==> config.mk <==
export PLATFORM = sky130hd
export DESIGN_NAME = lsp_ctrl
export DESIGN_NICKNAME = d
export VERILOG_FILES = /design/src/rtl/lsp_pkg.sv /design/src/rtl/lsp_ctrl.sv
export SDC_FILE = /design/constraint.sdc
export NUM_CORES = 1
export LEC_CHECK = 0
export BUFFER_PORTS_ARGS = -buffer_cell sky130_fd_sc_hd__buf_4
export CORE_UTILIZATION = 55
export DETAILED_ROUTE_END_ITERATION = 12
export GPL_TIMING_DRIVEN = 1
export PLACE_DENSITY = 0.69
export REMOVE_ABC_BUFFERS = 1
export SETUP_SLACK_MARGIN = 0.2
export SYNTH_ARGS = -nofsm -noshare
export SYNTH_HDL_FRONTEND = slang
export SYNTH_SLANG_ARGS = --single-unit
==> constraint.sdc <==
create_clock -name sys_clk_in -period 2.6 [get_ports sys_clk_in]
set_clock_uncertainty 0.05 [all_clocks]
set_input_delay 0.26 -clock sys_clk_in [delete_from_list [all_inputs] [get_ports sys_clk_in]]
set_output_delay 0.26 -clock sys_clk_in [all_outputs]
set_load 0.01 [all_outputs]
==> src/rtl/lsp_pkg.sv <==
package lsp_pkg;
  // ----------------------------------------------------------------
  // Register map
  // ----------------------------------------------------------------
  localparam logic [7:0] LSP_OFS_CUR_LIMIT = 8'h21; // Current-limit config
  localparam logic [7:0] LSP_OFS_OCP = 8'h22;       // Overcurrent trip config
  localparam logic [7:0] LSP_OFS_FLAGS = 8'h03;     // Event flags, read clears
  localparam logic [7:0] LSP_OFS_SWITCH = 8'h04;    // Manual switch control
  localparam logic [7:0] LSP_OFS_STATUS = 8'h05;    // Live protection status
  localparam int LSP_CL_MSB = 7;                    // Current-limit field top
  localparam int LSP_CL_LSB = 5;                    // Current-limit field bottom
  localparam int LSP_OCP_MSB = 2;                   // Trip field top
  localparam int LSP_OCP_LSB = 0;                   // Trip field bottom
  localparam logic [7:0] LSP_CUR_LIMIT_RST = 8'h20; // Field code 001
  localparam logic [7:0] LSP_OCP_RST = 8'h01;       // Field code 001
  localparam logic [7:0] LSP_SWITCH_RST = 8'h00;    // All paths off
  // Switch control bit positions
  localparam int LSP_SW_AUDIO = 0;
  localparam int LSP_SW_USB = 1;
  localparam int LSP_SW_UART = 2;
  localparam int LSP_SW_MIC_EN = 3;
  localparam int LSP_SW_MIC_DP = 4;
  // ----------------------------------------------------------------
  // Timing at 25 MHz
  // ----------------------------------------------------------------
  localparam int LSP_CLK_HZ = 25000000;
  localparam int LSP_OVP_OFF_NS = 1000;             // Longest shutoff time
  localparam int LSP_OVP_OFF_CYC = LSP_OVP_OFF_NS / 40;
  localparam int LSP_DEGLITCH_MS = 9;               // Recovery deglitch
  localparam int LSP_DEGLITCH_CYC = LSP_CLK_HZ / 1000 * LSP_DEGLITCH_MS;
  localparam int LSP_AUD_ON_US = 200;
  localparam int LSP_AUD_OFF_US = 100;
  localparam int LSP_USB_ON_US = 130;
  localparam int LSP_USB_OFF_US = 100;
  localparam int LSP_AUD_ON_CYC = LSP_CLK_HZ / 1000000 * LSP_AUD_ON_US;
  localparam int LSP_AUD_OFF_CYC = LSP_CLK_HZ / 1000000 * LSP_AUD_OFF_US;
  localparam int LSP_USB_ON_CYC = LSP_CLK_HZ / 1000000 * LSP_USB_ON_US;
  localparam int LSP_USB_OFF_CYC = LSP_CLK_HZ / 1000000 * LSP_USB_OFF_US;
  localparam int LSP_OCP_TMO_US = 100;              // Overcurrent timeout
  localparam int LSP_OCP_TMO_CYC = LSP_CLK_HZ / 1000000 * LSP_OCP_TMO_US;
  localparam int LSP_CNT_W = 24;
  // ----------------------------------------------------------------
  // Types
  // ----------------------------------------------------------------
  typedef enum logic [1:0] {
    LSP_ST_STANDBY = 2'b00,
    LSP_ST_ON = 2'b01,
    LSP_ST_FAULT = 2'b10,
    LSP_ST_RECOVER = 2'b11
  } lsp_state_t;
  typedef struct packed {
    logic ovp;       // Voltage above overvoltage threshold
    logic ov_clear;  // Below threshold minus hysteresis
    logic uvlo_ok;   // Above undervoltage lockout level
    logic oc;        // Current above overcurrent trip level
    logic otp_hot;   // Temperature rose past hot trip
    logic otp_cool;  // Temperature fell to cool release
    logic id_att;    // ID comparator sees an accessory
  } lsp_sense_t;
  typedef struct packed {
    logic audio;
    logic usb;
    logic uart;
    logic mic_vbus;
    logic mic_dp;
  } lsp_paths_t;
endpackage : lsp_pkg

==> src/rtl/lsp_ctrl.sv <==
`timescale 1ns/1ps
// ------------------------------------------------------------------
// Notes on behaviour
// ------------------------------------------------------------------
// Notes on behaviour
// - Current-limit field 0x21[7:5], default 001.
// - Overvoltage opens load switch within 1 us.
// - Overvoltage sets overvoltage event flag.
// - Reclose after 9 ms deglitch of recovery.
// - Overvoltage clearing sets protection-cleared flag.
// - Over-temperature opens switch until cooled down.
// - Standby after power-up or no accessory in the on state.
// - Standby keeps sampling VBUS and ID comparators.
// - USB or UART switch on in 130 us.
// - Microphone routes to VBUS or D+, never both.
// - Overcurrent field 0x22[2:0], default 001.
// - Overcurrent persisting past timeout disables switch.
module lsp_ctrl
  import lsp_pkg::*;
(
  // Clock and reset
  input wire logic sys_clk_in,
  input wire logic resetn_in,
  // Analog comparator outputs, asynchronous
  input wire lsp_sense_t sense_in,
  input wire logic vbus_present_in,
  // Register port from the serial interface, same clock
  input wire logic reg_wr_in,
  input wire logic reg_rd_in,
  input wire logic [7:0] reg_addr_in,
  input wire logic [7:0] reg_wdata_in,
  input wire logic ack_in,
  output logic [7:0] reg_rdata_out,
  // Load switch, analog limit codes and standby indication
  output logic load_switch_on_out,
  output logic [2:0] current_limit_level_out,
  output logic [2:0] overcurrent_trip_level_out,
  output logic standby_out,
  // Switch matrix drives
  output lsp_paths_t paths_out,
  // Host interrupt
  output logic host_interrupt_output_out
);
  // ----------------------------------------------------------------
  // Input synchronisers
  // ----------------------------------------------------------------
  lsp_sense_t sense_m_q; // First stage, read only by second stage
  lsp_sense_t sense_q;   // Usable comparator levels
  logic vbus_m_q;
  logic vbus_q;
  always_ff @(posedge sys_clk_in or negedge resetn_in) begin
    if (!resetn_in) begin
      sense_m_q <= '0;
      sense_q <= '0;
      vbus_m_q <= 1'b0;
      vbus_q <= 1'b0;
    end else begin
      sense_m_q <= sense_in;
      sense_q <= sense_m_q;
      vbus_m_q <= vbus_present_in;
      vbus_q <= vbus_m_q;
    end
  end
  // ----------------------------------------------------------------
  // Registers
  // ----------------------------------------------------------------
  logic [7:0] cur_limit_q, cur_limit_d;  // Current-limit config
  logic [7:0] ocp_q, ocp_d;              // Overcurrent config
  logic [7:0] sw_req_q, sw_req_d;        // Requested switch state
  logic ov_flag_q, ov_flag_d;            // Overvoltage event flag
  logic clr_flag_q, clr_flag_d;          // Protection cleared flag
  logic [7:0] rdata_q, rdata_d;
  logic load_sw_q, load_sw_d;            // Load switch drive, also in status
  logic standby_q, standby_d;            // Standby indication, also in status
  logic ov_event, clr_event;
  logic rd_flags;
  always_comb begin
    cur_limit_d = cur_limit_q;
    ocp_d = ocp_q;
    sw_req_d = sw_req_q;
    rd_flags = reg_rd_in && (reg_addr_in == LSP_OFS_FLAGS);
    // Reading the flags clears them; a new event wins
    ov_flag_d = (ov_flag_q && !rd_flags) || ov_event;
    clr_flag_d = (clr_flag_q && !rd_flags) || clr_event;
    if (reg_wr_in) begin
      case (reg_addr_in)
        LSP_OFS_CUR_LIMIT: cur_limit_d = reg_wdata_in;
        LSP_OFS_OCP: ocp_d = reg_wdata_in;
        LSP_OFS_SWITCH: sw_req_d = reg_wdata_in;
        default: ;
      endcase
    end
    rdata_d = rdata_q;
    if (reg_rd_in) begin
      case (reg_addr_in)
        LSP_OFS_CUR_LIMIT: rdata_d = cur_limit_q;
        LSP_OFS_OCP: rdata_d = ocp_q;
        LSP_OFS_SWITCH: rdata_d = sw_req_q;
        LSP_OFS_FLAGS: rdata_d = {6'h00, clr_flag_q, ov_flag_q};
        LSP_OFS_STATUS: rdata_d = {3'h0, sense_q.otp_hot, sense_q.oc, sense_q.ovp, load_sw_q, standby_q};
        default: rdata_d = 8'h00;
      endcase
    end
  end
  always_ff @(posedge sys_clk_in or negedge resetn_in) begin
    if (!resetn_in) begin
      cur_limit_q <= LSP_CUR_LIMIT_RST;
      ocp_q <= LSP_OCP_RST;
      sw_req_q <= LSP_SWITCH_RST;
      ov_flag_q <= 1'b0;
      clr_flag_q <= 1'b0;
      rdata_q <= 8'h00;
    end else begin
      cur_limit_q <= cur_limit_d;
      ocp_q <= ocp_d;
      sw_req_q <= sw_req_d;
      ov_flag_q <= ov_flag_d;
      clr_flag_q <= clr_flag_d;
      rdata_q <= rdata_d;
    end
  end
  // ----------------------------------------------------------------
  // Load switch protection state machine
  // ----------------------------------------------------------------
  lsp_state_t state_q, state_d;
  logic [LSP_CNT_W-1:0] cnt_q, cnt_d;      // Recovery deglitch counter
  logic [LSP_CNT_W-1:0] oc_cnt_q, oc_cnt_d; // Overcurrent timeout counter
  logic hot_q, hot_d;                       // Over-temperature latch
  logic oc_trip_q, oc_trip_d;               // Overcurrent shutdown latch
  logic ov_seen_q, ov_seen_d;               // Overvoltage remembered
  always_comb begin
    state_d = state_q;
    cnt_d = cnt_q;
    ov_event = 1'b0;
    clr_event = 1'b0;
    ov_seen_d = ov_seen_q;
    // Hot trips, released only at cool level
    hot_d = hot_q;
    if (sense_q.otp_hot) begin
      hot_d = 1'b1;
    end else if (sense_q.otp_cool) begin
      hot_d = 1'b0;
    end
    // Overcurrent timeout
    oc_cnt_d = '0;
    oc_trip_d = oc_trip_q;
    if (sense_q.oc && !oc_trip_q) begin
      oc_cnt_d = oc_cnt_q + 1'b1;
      if (oc_cnt_q >= LSP_CNT_W'(LSP_OCP_TMO_CYC - 1)) begin
        oc_trip_d = 1'b1;
      end
    end
    if (!vbus_q) begin
      oc_trip_d = 1'b0;
    end
    case (state_q)
      LSP_ST_STANDBY: begin
        if (vbus_q || sense_q.id_att) begin
          state_d = LSP_ST_ON;
        end
      end
      LSP_ST_ON: begin
        if (sense_q.ovp) begin
          state_d = LSP_ST_FAULT;
          ov_event = 1'b1;
          ov_seen_d = 1'b1;
        end else if (!vbus_q && !sense_q.id_att) begin
          state_d = LSP_ST_STANDBY;
        end
      end
      LSP_ST_FAULT: begin
        cnt_d = '0;
        if (!sense_q.ovp && sense_q.ov_clear && sense_q.uvlo_ok) begin
          state_d = LSP_ST_RECOVER;
        end
      end
      LSP_ST_RECOVER: begin
        if (sense_q.ovp || !sense_q.ov_clear || !sense_q.uvlo_ok) begin
          state_d = LSP_ST_FAULT;
        end else if (cnt_q >= LSP_CNT_W'(LSP_DEGLITCH_CYC - 1)) begin
          state_d = LSP_ST_ON;
          clr_event = ov_seen_q;
          ov_seen_d = 1'b0;
        end else begin
          cnt_d = cnt_q + 1'b1;
        end
      end
      default: state_d = LSP_ST_STANDBY;
    endcase
    // Overvoltage opens the switch the cycle it is seen
    load_sw_d = (state_d == LSP_ST_ON) && vbus_q && !sense_q.ovp && !hot_d && !oc_trip_d;
    standby_d = (state_d == LSP_ST_STANDBY);
  end
  always_ff @(posedge sys_clk_in or negedge resetn_in) begin
    if (!resetn_in) begin
      state_q <= LSP_ST_STANDBY;
      cnt_q <= '0;
      oc_cnt_q <= '0;
      hot_q <= 1'b0;
      oc_trip_q <= 1'b0;
      load_sw_q <= 1'b0;
      standby_q <= 1'b1;
      ov_seen_q <= 1'b0;
    end else begin
      state_q <= state_d;
      cnt_q <= cnt_d;
      oc_cnt_q <= oc_cnt_d;
      hot_q <= hot_d;
      oc_trip_q <= oc_trip_d;
      load_sw_q <= load_sw_d;
      standby_q <= standby_d;
      ov_seen_q <= ov_seen_d;
    end
  end
  // ----------------------------------------------------------------
  // Switch sequencing after acknowledged write
  // ----------------------------------------------------------------
  logic [4:0] want;
  logic [4:0] cur_q, cur_d;
  logic [4:0] pend_q, pend_d;
  logic [LSP_CNT_W-1:0] swc_q [5];
  logic [LSP_CNT_W-1:0] swc_d [5];
  logic [LSP_CNT_W-1:0] lim [5];
  always_comb begin
    want = 5'h00;
    want[0] = sw_req_q[LSP_SW_AUDIO];
    want[1] = sw_req_q[LSP_SW_USB];
    want[2] = sw_req_q[LSP_SW_UART];
    // Only one microphone source, D+ takes precedence
    want[3] = sw_req_q[LSP_SW_MIC_EN] && !sw_req_q[LSP_SW_MIC_DP];
    want[4] = sw_req_q[LSP_SW_MIC_EN] && sw_req_q[LSP_SW_MIC_DP];
  end
  genvar g;
  generate
    for (g = 0; g < 5; g++) begin : g_sw
      always_comb begin
        if (g == 0) begin
          lim[g] = want[g] ? LSP_CNT_W'(LSP_AUD_ON_CYC) : LSP_CNT_W'(LSP_AUD_OFF_CYC);
        end else begin
          lim[g] = want[g] ? LSP_CNT_W'(LSP_USB_ON_CYC) : LSP_CNT_W'(LSP_USB_OFF_CYC);
        end
        pend_d[g] = pend_q[g];
        swc_d[g] = swc_q[g];
        cur_d[g] = cur_q[g];
        if (ack_in && (want[g] != cur_q[g])) begin
          pend_d[g] = 1'b1;
          swc_d[g] = '0;
        end else if (pend_q[g]) begin
          swc_d[g] = swc_q[g] + 1'b1;
          if (swc_q[g] >= lim[g] - 1'b1) begin
            pend_d[g] = 1'b0;
            cur_d[g] = want[g];
          end
        end
      end
      always_ff @(posedge sys_clk_in or negedge resetn_in) begin
        if (!resetn_in) begin
          pend_q[g] <= 1'b0;
          swc_q[g] <= '0;
          cur_q[g] <= 1'b0;
        end else begin
          pend_q[g] <= pend_d[g];
          swc_q[g] <= swc_d[g];
          cur_q[g] <= cur_d[g];
        end
      end
    end
  endgenerate
  // ----------------------------------------------------------------
  // Outputs, all from flops
  // ----------------------------------------------------------------
  logic irq_q;
  always_ff @(posedge sys_clk_in or negedge resetn_in) begin
    if (!resetn_in) begin
      irq_q <= 1'b0;
    end else begin
      irq_q <= ov_flag_d || clr_flag_d;
    end
  end
  assign reg_rdata_out = rdata_q;
  assign load_switch_on_out = load_sw_q;
  assign current_limit_level_out = cur_limit_q[LSP_CL_MSB:LSP_CL_LSB];
  assign overcurrent_trip_level_out = ocp_q[LSP_OCP_MSB:LSP_OCP_LSB];
  assign standby_out = standby_q;
  assign paths_out = '{audio: cur_q[0], usb: cur_q[1], uart: cur_q[2], mic_vbus: cur_q[3], mic_dp: cur_q[4]};
  assign host_interrupt_output_out = irq_q;
  // ----------------------------------------------------------------
  // Assertions
  // ----------------------------------------------------------------
  ovp_opens_a: assert property (@(posedge sys_clk_in) disable iff (!resetn_in)
    sense_q.ovp |=> !load_sw_q) else $error("load switch closed during overvoltage");
  ov_flag_set_a: assert property (@(posedge sys_clk_in) disable iff (!resetn_in)
    ov_event |=> ov_flag_q) else $error("overvoltage flag not set");
  recover_wait_a: assert property (@(posedge sys_clk_in) disable iff (!resetn_in)
    (state_q == LSP_ST_RECOVER && state_d == LSP_ST_ON) |-> cnt_q == LSP_CNT_W'(LSP_DEGLITCH_CYC - 1))
    else $error("reclosed before deglitch");
  clr_flag_set_a: assert property (@(posedge sys_clk_in) disable iff (!resetn_in)
    clr_event |=> clr_flag_q) else $error("cleared flag not set");
  hot_holds_a: assert property (@(posedge sys_clk_in) disable iff (!resetn_in)
    hot_q && !sense_q.otp_cool |=> !load_sw_q) else $error("switch closed while hot");
  standby_state_a: assert property (@(posedge sys_clk_in) disable iff (!resetn_in)
    standby_q |-> !load_sw_q) else $error("load switch on in standby");
  mic_exclusive_a: assert property (@(posedge sys_clk_in) disable iff (!resetn_in)
    !(cur_q[3] && cur_q[4])) else $error("mic routed to two sources");
  oc_disable_a: assert property (@(posedge sys_clk_in) disable iff (!resetn_in)
    oc_trip_q |-> !load_sw_q) else $error("switch on after overcurrent trip");
  irq_follows_a: assert property (@(posedge sys_clk_in) disable iff (!resetn_in)
    (ov_flag_q || clr_flag_q) |-> irq_q) else $error("interrupt low with flag set");
  cl_default_a: assert property (@(posedge sys_clk_in) disable iff (!resetn_in)
    $rose(resetn_in) |-> cur_limit_q[LSP_CL_MSB:LSP_CL_LSB] == 3'h1) else $error("limit default wrong");
endmodule : lsp_ctrl

==> metrics.csv, run 1 <==
metric;value;unit
status;finished clean;
PD cells;663;mW/mm2
Crit Path Category;reg2reg;
Final Util;65.6;%
worst-path fanout max;16;
critical path capture point type;flop;
post-route ant nets;0;
full die area;0.0215;mm2
H-tree levels;1;
Starting DRT DRC Count;394;
Filler cells;1627;
Vias;8497;
#FFs+latches synth;236;
die width;147;um
Clock Pin Slew Worst Setup and Hold Paths;60;ps
yosys warns;0;
Startpoint Class;flop;
met3 WL;919;um
# IOs;51;
CTS tree;built;
most frequent cell after synthesis;dfrtp_1;
aggregate routed wire length;23900;um
vias in the first global route;8354;
Mapped Area;0.0115;mm2
Synth area leaders;dfrtp_1 (51%), xor2_1 (6.7%), nor2_1 (5.6%);
maximum clock path buffer count;3;
gpl congestion;0.809;
Ant. Diodes;0;
Worst Tran Pin Value;912;ps
FP Rows;52;
met2 wire len;11300;um
WL per Instance;15.8;um
Max rail drop VDD;0.000591;V
worst-skew pair later-pin latency;520;ps
initial antenna violation count;0;
Via-to-Cell Ratio;5.63;
area occupied by registers;0.00591;mm2
total global routing overflow;0;
hpwl dp;15900;um
CP peak stage delay;430;ps
FMAX;0.447;GHz
largest net degree at the start of global routing;65;
Cell Chain, Critical Path;ha_1, and2_1, o31ai_1, or4_1, nand3_2, or3_1, a21oi_1;
number of synthesized flops with an enable pin;0;
critical path arrival;2620;ps
setup_tns;0;ps
commonest cells in the netlist;dfrtp_1 (233), nor2_1 (171), nand2_1 (90);
highest routed layer;met4;
total track usage;23.0;%
Nets;1285;
core box area;0.0204;mm2
fin crit period;2240;ps
post-synth top area share;50.7;%
Final period util;86.1;%
WL met1;11200;um
leakage dissipation;5.99;nW
CTS sink count;236;
cts bufs inserted;26;
clock root buffer;clkbuf_16;
most common flop cell mapped by yosys;dfrtp_1;
global-route wire length before repair;40900;um
total power;8.86;mW
Synth-to-Final Area Change;16.2;%
RSZ-0062 raised after global routing;false;
asr flop ratio synth;100;%
Crit path max-delay family;simple AND/OR/NAND/NOR gates;
Multi-input gate area;0.00530;mm2
Yosys top cell by area;dfrtp_1;
Port Buf Inserts;50;
Starting Density;56.4;%
layout cell share with drive strength beyond 1;13.1;%
Slew HR;39.2;%
number of max-cap violations;0;
Avg Cell Area, Syn;10.1;um2
post-CTS setup buffers;0;
Die H;147;um
final setup fails;0;
Hold Fails Final Rpt;0;
Cell variety after synth;53;
Hold WC Path Type;in2reg;
Required @ worst endpoint;2990;ps
slowest stage cell, crit path;or3_1;
cells after synthesis;1143;
TritonRoute pass-1 iters;5;
CP Buf/Inv Count;0;
register area share after synthesis;51.4;%
DRC viols;0;
Final Slew Violations;0;
==> logic make-up after synthesis <==
logic type / Yosys count / synth area share [%]
xor+xnor: 131 / 9.98
fa+ha+maj: 36 / 3.92
buf+inv: 71 / 2.56
compound gates: 124 / 6.54
simple gates: 512 / 22.4
flops: 236 / 51.4
mux: 33 / 3.18
==> power breakdown <==
group	switching, mW	internal, mW
Combinational	0.436	0.356
Sequential	0.252	3.88
Clock	1.46	2.48
Total	2.15	6.71
==> layer usage <==
| layer | global-route usage, % | vias to the layer above |
|---|---|---|
| met5 | 0 | - |
| met4 | 5.47 | 0 |
| met3 | 3.31 | 33 |
| met2 | 37.5 | 148 |
| met1 | 32.6 | 4163 |
| li1 | - | 4153 |
==> per-stage QoR <==
| stage | hold WS (ps) | area [um2] | cells | setup WS, ps |
|---|---|---|---|---|
| finish | 136 | 13400 | 1509 | 363 |
| global route | 139 | 13400 | 1509 | 211 |
| detailed placement | 183 | 12200 | 1444 | 236 |
| floorplan | -85.6 | 11300 | 1100 | 482 |
| global placement | 177 | 12200 | 1444 | 349 |
| CTS | 108 | 13300 | 1509 | 201 |
==> worst reg2reg max path: cells and delay by family (launching register included) <==
kind	cells	cell delay (ps)
AOI/OAI and AO/OA	2	390
DFF	1	400
and+or+nand+nor	4	1100
adders and majority gates	1	220
==> worst paths after layout <==
| kind | from | to | slack, ps | cells after the start |
|---|---|---|---|---|
| max | cnt_q[0]$_DFFE_PN0P_ | cnt_q[7]$_DFFE_PN0P_ | 360 | 7 |
| min | ack_in | paths_out[4]$_DFFE_PN0P_ | 140 | 4 |
| max reg2reg | cnt_q[0]$_DFFE_PN0P_ | cnt_q[7]$_DFFE_PN0P_ | 360 | 7 |
| min reg2reg | sense_m_q[5]$_DFF_PN0_ | sense_q[5]$_DFF_PN0_ | 300 | 0 |
| max in group asynchronous | resetn_in | oc_cnt_q[1]$_DFF_PN0_ | 1480 | 3 |
| min in group asynchronous | resetn_in | swc_q[68]$_DFFE_PN0P_ | 200 | 2 |
==> what timing repair did <==
action,in CTS,in global routing
hold endpoints to repair,92,0
hold buffers,18,0
setup endpoints to repair,0,11
resized for setup,0,4
==> sequential cells by signal, indices dropped and copies added (netlist names), 2 cells and up <==
| signal | cells |
|---|---|
| cnt_q | 24 |
| cur_limit_q | 8 |
| oc_cnt_q | 24 |
| ocp_q | 8 |
| paths_out | 5 |
| pend_q | 5 |
| reg_rdata_out | 8 |
| sense_m_q | 7 |
| sense_q | 7 |
| state_q | 2 |
| sw_req_q | 8 |
| swc_q | 120 |
==> layout by cell type, fill, tap and decap left out, types with 33 or more instances in the layout <==
cell type  netlist  routed
a21oi_1         40      40
and3_1          33      33
buf_4            6      71
dfrtp_1        233     233
ha_1            36      36
nand2_1         90      89
nand3_1         42      41
nand4_1         51      51
nor2_1         171     171
o21ai_0         39      39
xnor2_1         43      43
xor2_1          88      88
==> final cells by class <==
cell class              count  area share (%)
flip-flops and latches    236            44.2
well taps                 270            2.53
multi-input cells         836            39.7
clock inverters            10            1.12
inverters                  28           0.787
repair buffers             92            5.75
clock buffers              37            5.86
Power figures use the tool's default switching activity.
==> run 2, diff against run 1 <==
ABC_AREA = 1   (was not set)
==> metrics.csv, run 2 <==
metric;value;unit;change
# IOs;51;;unchanged
Die H;158;um;+7.7%
Switching Power;2.73;mW;+27%
aggregate routed wire length;31200;um;+31%
CP Buf/Inv Count;2;;+2
slowest stage cell, crit path;dfrtp_1;;
Top reg by flops;swc_q;;
FMAX;0.504;GHz;+13%
Largest regs;swc_q x120, cnt_q x24, oc_cnt_q x24;;
setup_tns;0;ps;unchanged
Hold Fails Final Rpt;0;;unchanged
Cell Chain, Critical Path;nor2_4, nand2_1, nand2_1, nor2_2, buf_4, inv_1, o21ai_0, a21oi_1;;
hpwl dp;23100;um;+45%
Final period util;76.4;%;-9.7 points
Synth area leaders;dfrtp_1 (44%), nand2_1 (13%), nor2_1 (8.5%);;
post_cts resized;0;;unchanged
post-synth top area share;43.7;%;-7.1 points
max reg flops;120;;unchanged
cts bufs inserted;26;;unchanged
fin crit period;1990;ps;-251 ps
yosys warns;0;;unchanged
hold_ws;20.4;ps;-115 ps
Hold WC Path Type;in2reg;;
status;finished clean;;
cells after synthesis;1810;;+58%
Synth-to-Final Area Change;13.2;%;
total global routing overflow;0;;unchanged
CP peak stage delay;430;ps;about the same
FP Rows;56;;+7.7%
leakage dissipation;7.34;nW;+22%
critical path arrival;2390;ps;-230 ps
Yosys top cell by area;dfrtp_1;;
WL per Instance;14.0;um;-12%
CTS sink count;236;;unchanged
DRC viols;0;;unchanged
most common flop cell mapped by yosys;dfrtp_1;;
Internal;6.70;mW;-0.21%
Max rail drop VDD;0.000551;V;-6.7%
initial antenna violation count;1;;+1
commonest cells in the netlist;nand2_1 (458), nor2_1 (304), dfrtp_1 (233);;
number of max-cap violations;0;;unchanged
Clock Pin Slew Worst Setup and Hold Paths;60;ps;about the same
register area share after synthesis;44.2;%;-7.2 points
Slew HR;55.5;%;+16 points
Avg Cell Area, Syn;7.38;um2;-27%
Gate power share;15.0;%;+6.1 points
pre-CTS WS;642;ps;+406 ps
layout cell share with drive strength beyond 1;8.53;%;-4.5 points
sequential share of power;45.4;%;-1.2 points
TritonRoute pass-1 iters;7;;+2
worst-path fanout max;17;;+1
vias in the first global route;10815;;+29%
PD cells;623;mW/mm2;-6.0%
Port Buf Inserts;50;;unchanged
Final Slew Violations;0;;unchanged
H-tree levels;1;;unchanged
clock share of power;39.6;%;-4.8 points
Startpoint Class;flop;;
Sw Share;28.9;%;+4.7 points
placed insts;2164;;+50%
worst-skew pair later-pin latency;530;ps;about the same
Cell variety after synth;54;;+1.9%
Vias;11821;;+39%
CTS tree;built;;
Crit path max-delay family;buffers and inverters;;
Critical Path Most Common Cell;nand2_1;;
non-filler cells in the finished layout;2230;;+48%
RSZ-0062 raised after global routing;false;;
most common library cell in the layout ignoring fill and taps;nand2_1;;
clock root buffer;clkbuf_16;;
#FFs+latches synth;236;;unchanged
Via-to-Cell Ratio;5.30;;-5.9%
Final WS setup;614;ps;+251 ps
die width;158;um;+7.7%
maximum clock path buffer count;3;;unchanged
full die area;0.0249;mm2;+16%
Worst Tran Pin Value;666;ps;-247 ps
global-route wire length before repair;51900;um;+27%
core box area;0.0236;mm2;+16%
gpl congestion;0.948;;+17%
most frequent cell after synthesis;nand2_1;;
Starting Density;56.6;%;+0.13 points
critical path capture point type;flop;;
most frequent cells in the layout;nand2_1 (458), nor2_1 (304), dfrtp_1 (233), inv_1 (216), nand3_1 (127);;
Starting DRT DRC Count;832;;+110%
largest net degree at the start of global routing;67;;+3.1%
asr flop ratio synth;100;%;unchanged
total track usage;25.8;%;+2.7 points
Required @ worst endpoint;3000;ps;about the same
number of synthesized flops with an enable pin;0;;unchanged
post-route ant nets;0;;unchanged
final setup fails;0;;unchanged
Crit Path Category;reg2reg;;
Mapped Area;0.0134;mm2;+16%
Nets;1955;;+52%
-- run 2: changes by cell type after synthesis, sizes merged, moves of 54 or more --
cell and change:
nand2 +370, nor2 +150, inv +193, xor2 -78
nor3 +54, nand3 +90
-- run 2: logic make-up (layout without fill, tap and decap cells) --
| group | count (synthesis) | in the layout | synth area share, % |
|---|---|---|---|
| adder cells (fa/ha/maj) | 36 | 36 | 3.37 |
| buffers and inverters | 246 | 346 | 7.41 |
| AND/OR/NAND/NOR | 1065 | 1065 | 34.7 |
| multiplexers | 13 | 13 | 1.10 |
| XOR/XNOR | 14 | 14 | 0.918 |
| flip-flops | 236 | 236 | 44.2 |
| other | 0 | 1 | 0 |
| AO/OA/AOI/OAI | 200 | 200 | 8.29 |
-- run 2: layer usage --
metal	track usage, %	share of wire [%]	vias to the layer above
met4	6.01	1.8	0
met1	36.3	48	5494
met2	41.6	45	243
met5	0	0	-
met3	4.13	5.3	37
li1	-	-	6047
-- run 2: repair_timing --
item	CTS	global route
setup buffers	0	0
hold endpoints to repair	96	0
hold buffers	17	0
-- run 2: stage by stage --
step / util, % / power (mW) / cell area (um2)
final: 64.1 / 9.43 / 15100
after global routing: 64.1 / 9.89 / 15100
after CTS: 64.0 / 9.49 / 15100
after detailed placement: 59.6 / 5.73 / 14100
after global placement: 59.6 / 5.67 / 14100
after floorplan: - / 5.17 / 13200
-- run 2: final timing paths --
path                                         start                 endpoint  slack (ps)  cells after the start
setup / recovery           sw_req_q[4]$_DFFE_PN0P_    swc_q[31]$_DFFE_PN0P_         610                      8
hold / removal                     reg_wdata_in[4]  sw_req_q[4]$_DFFE_PN0P_          20                      3
setup reg to reg           sw_req_q[4]$_DFFE_PN0P_    swc_q[31]$_DFFE_PN0P_         610                      8
hold reg to reg             sense_m_q[6]$_DFF_PN0_     sense_q[6]$_DFF_PN0_         300                      0
max in group asynchronous                resetn_in     ocp_q[0]$_DFFE_PN1P_        1530                      3
min in group asynchronous                resetn_in    swc_q[89]$_DFFE_PN0P_         160                      2
-- run 2: cell type report --
type	count	area, um2
Fill cell	2149	8490
Multi-Input combinational cell	1328	6460
Sequential cell	236	5910
Inverter	221	830
Clock buffer	35	746
Timing Repair Buffer	77	653
Tap cell	319	399
Clock inverter	13	128
Antenna cell	1	2.50
-- run 2: worst reg2reg max path: stages (launching register included) --
cell and delay (ps):
dfrtp_1 430, nor2_4 250, nand2_1 90, nand2_1 100
nor2_2 40, buf_4 160, inv_1 400, o21ai_0 230
a21oi_1 160
-- run 2: power by group through the flow --
stage / Combinational, mW / Clock [mW] / Sequential, mW
after floorplan: 0.907 / 0 / 4.26
after global placement: 1.34 / 0 / 4.33
after detailed placement: 1.39 / 0 / 4.34
after CTS: 1.42 / 3.80 / 4.28
after global routing: 1.63 / 3.94 / 4.33
final: 1.41 / 3.73 / 4.29
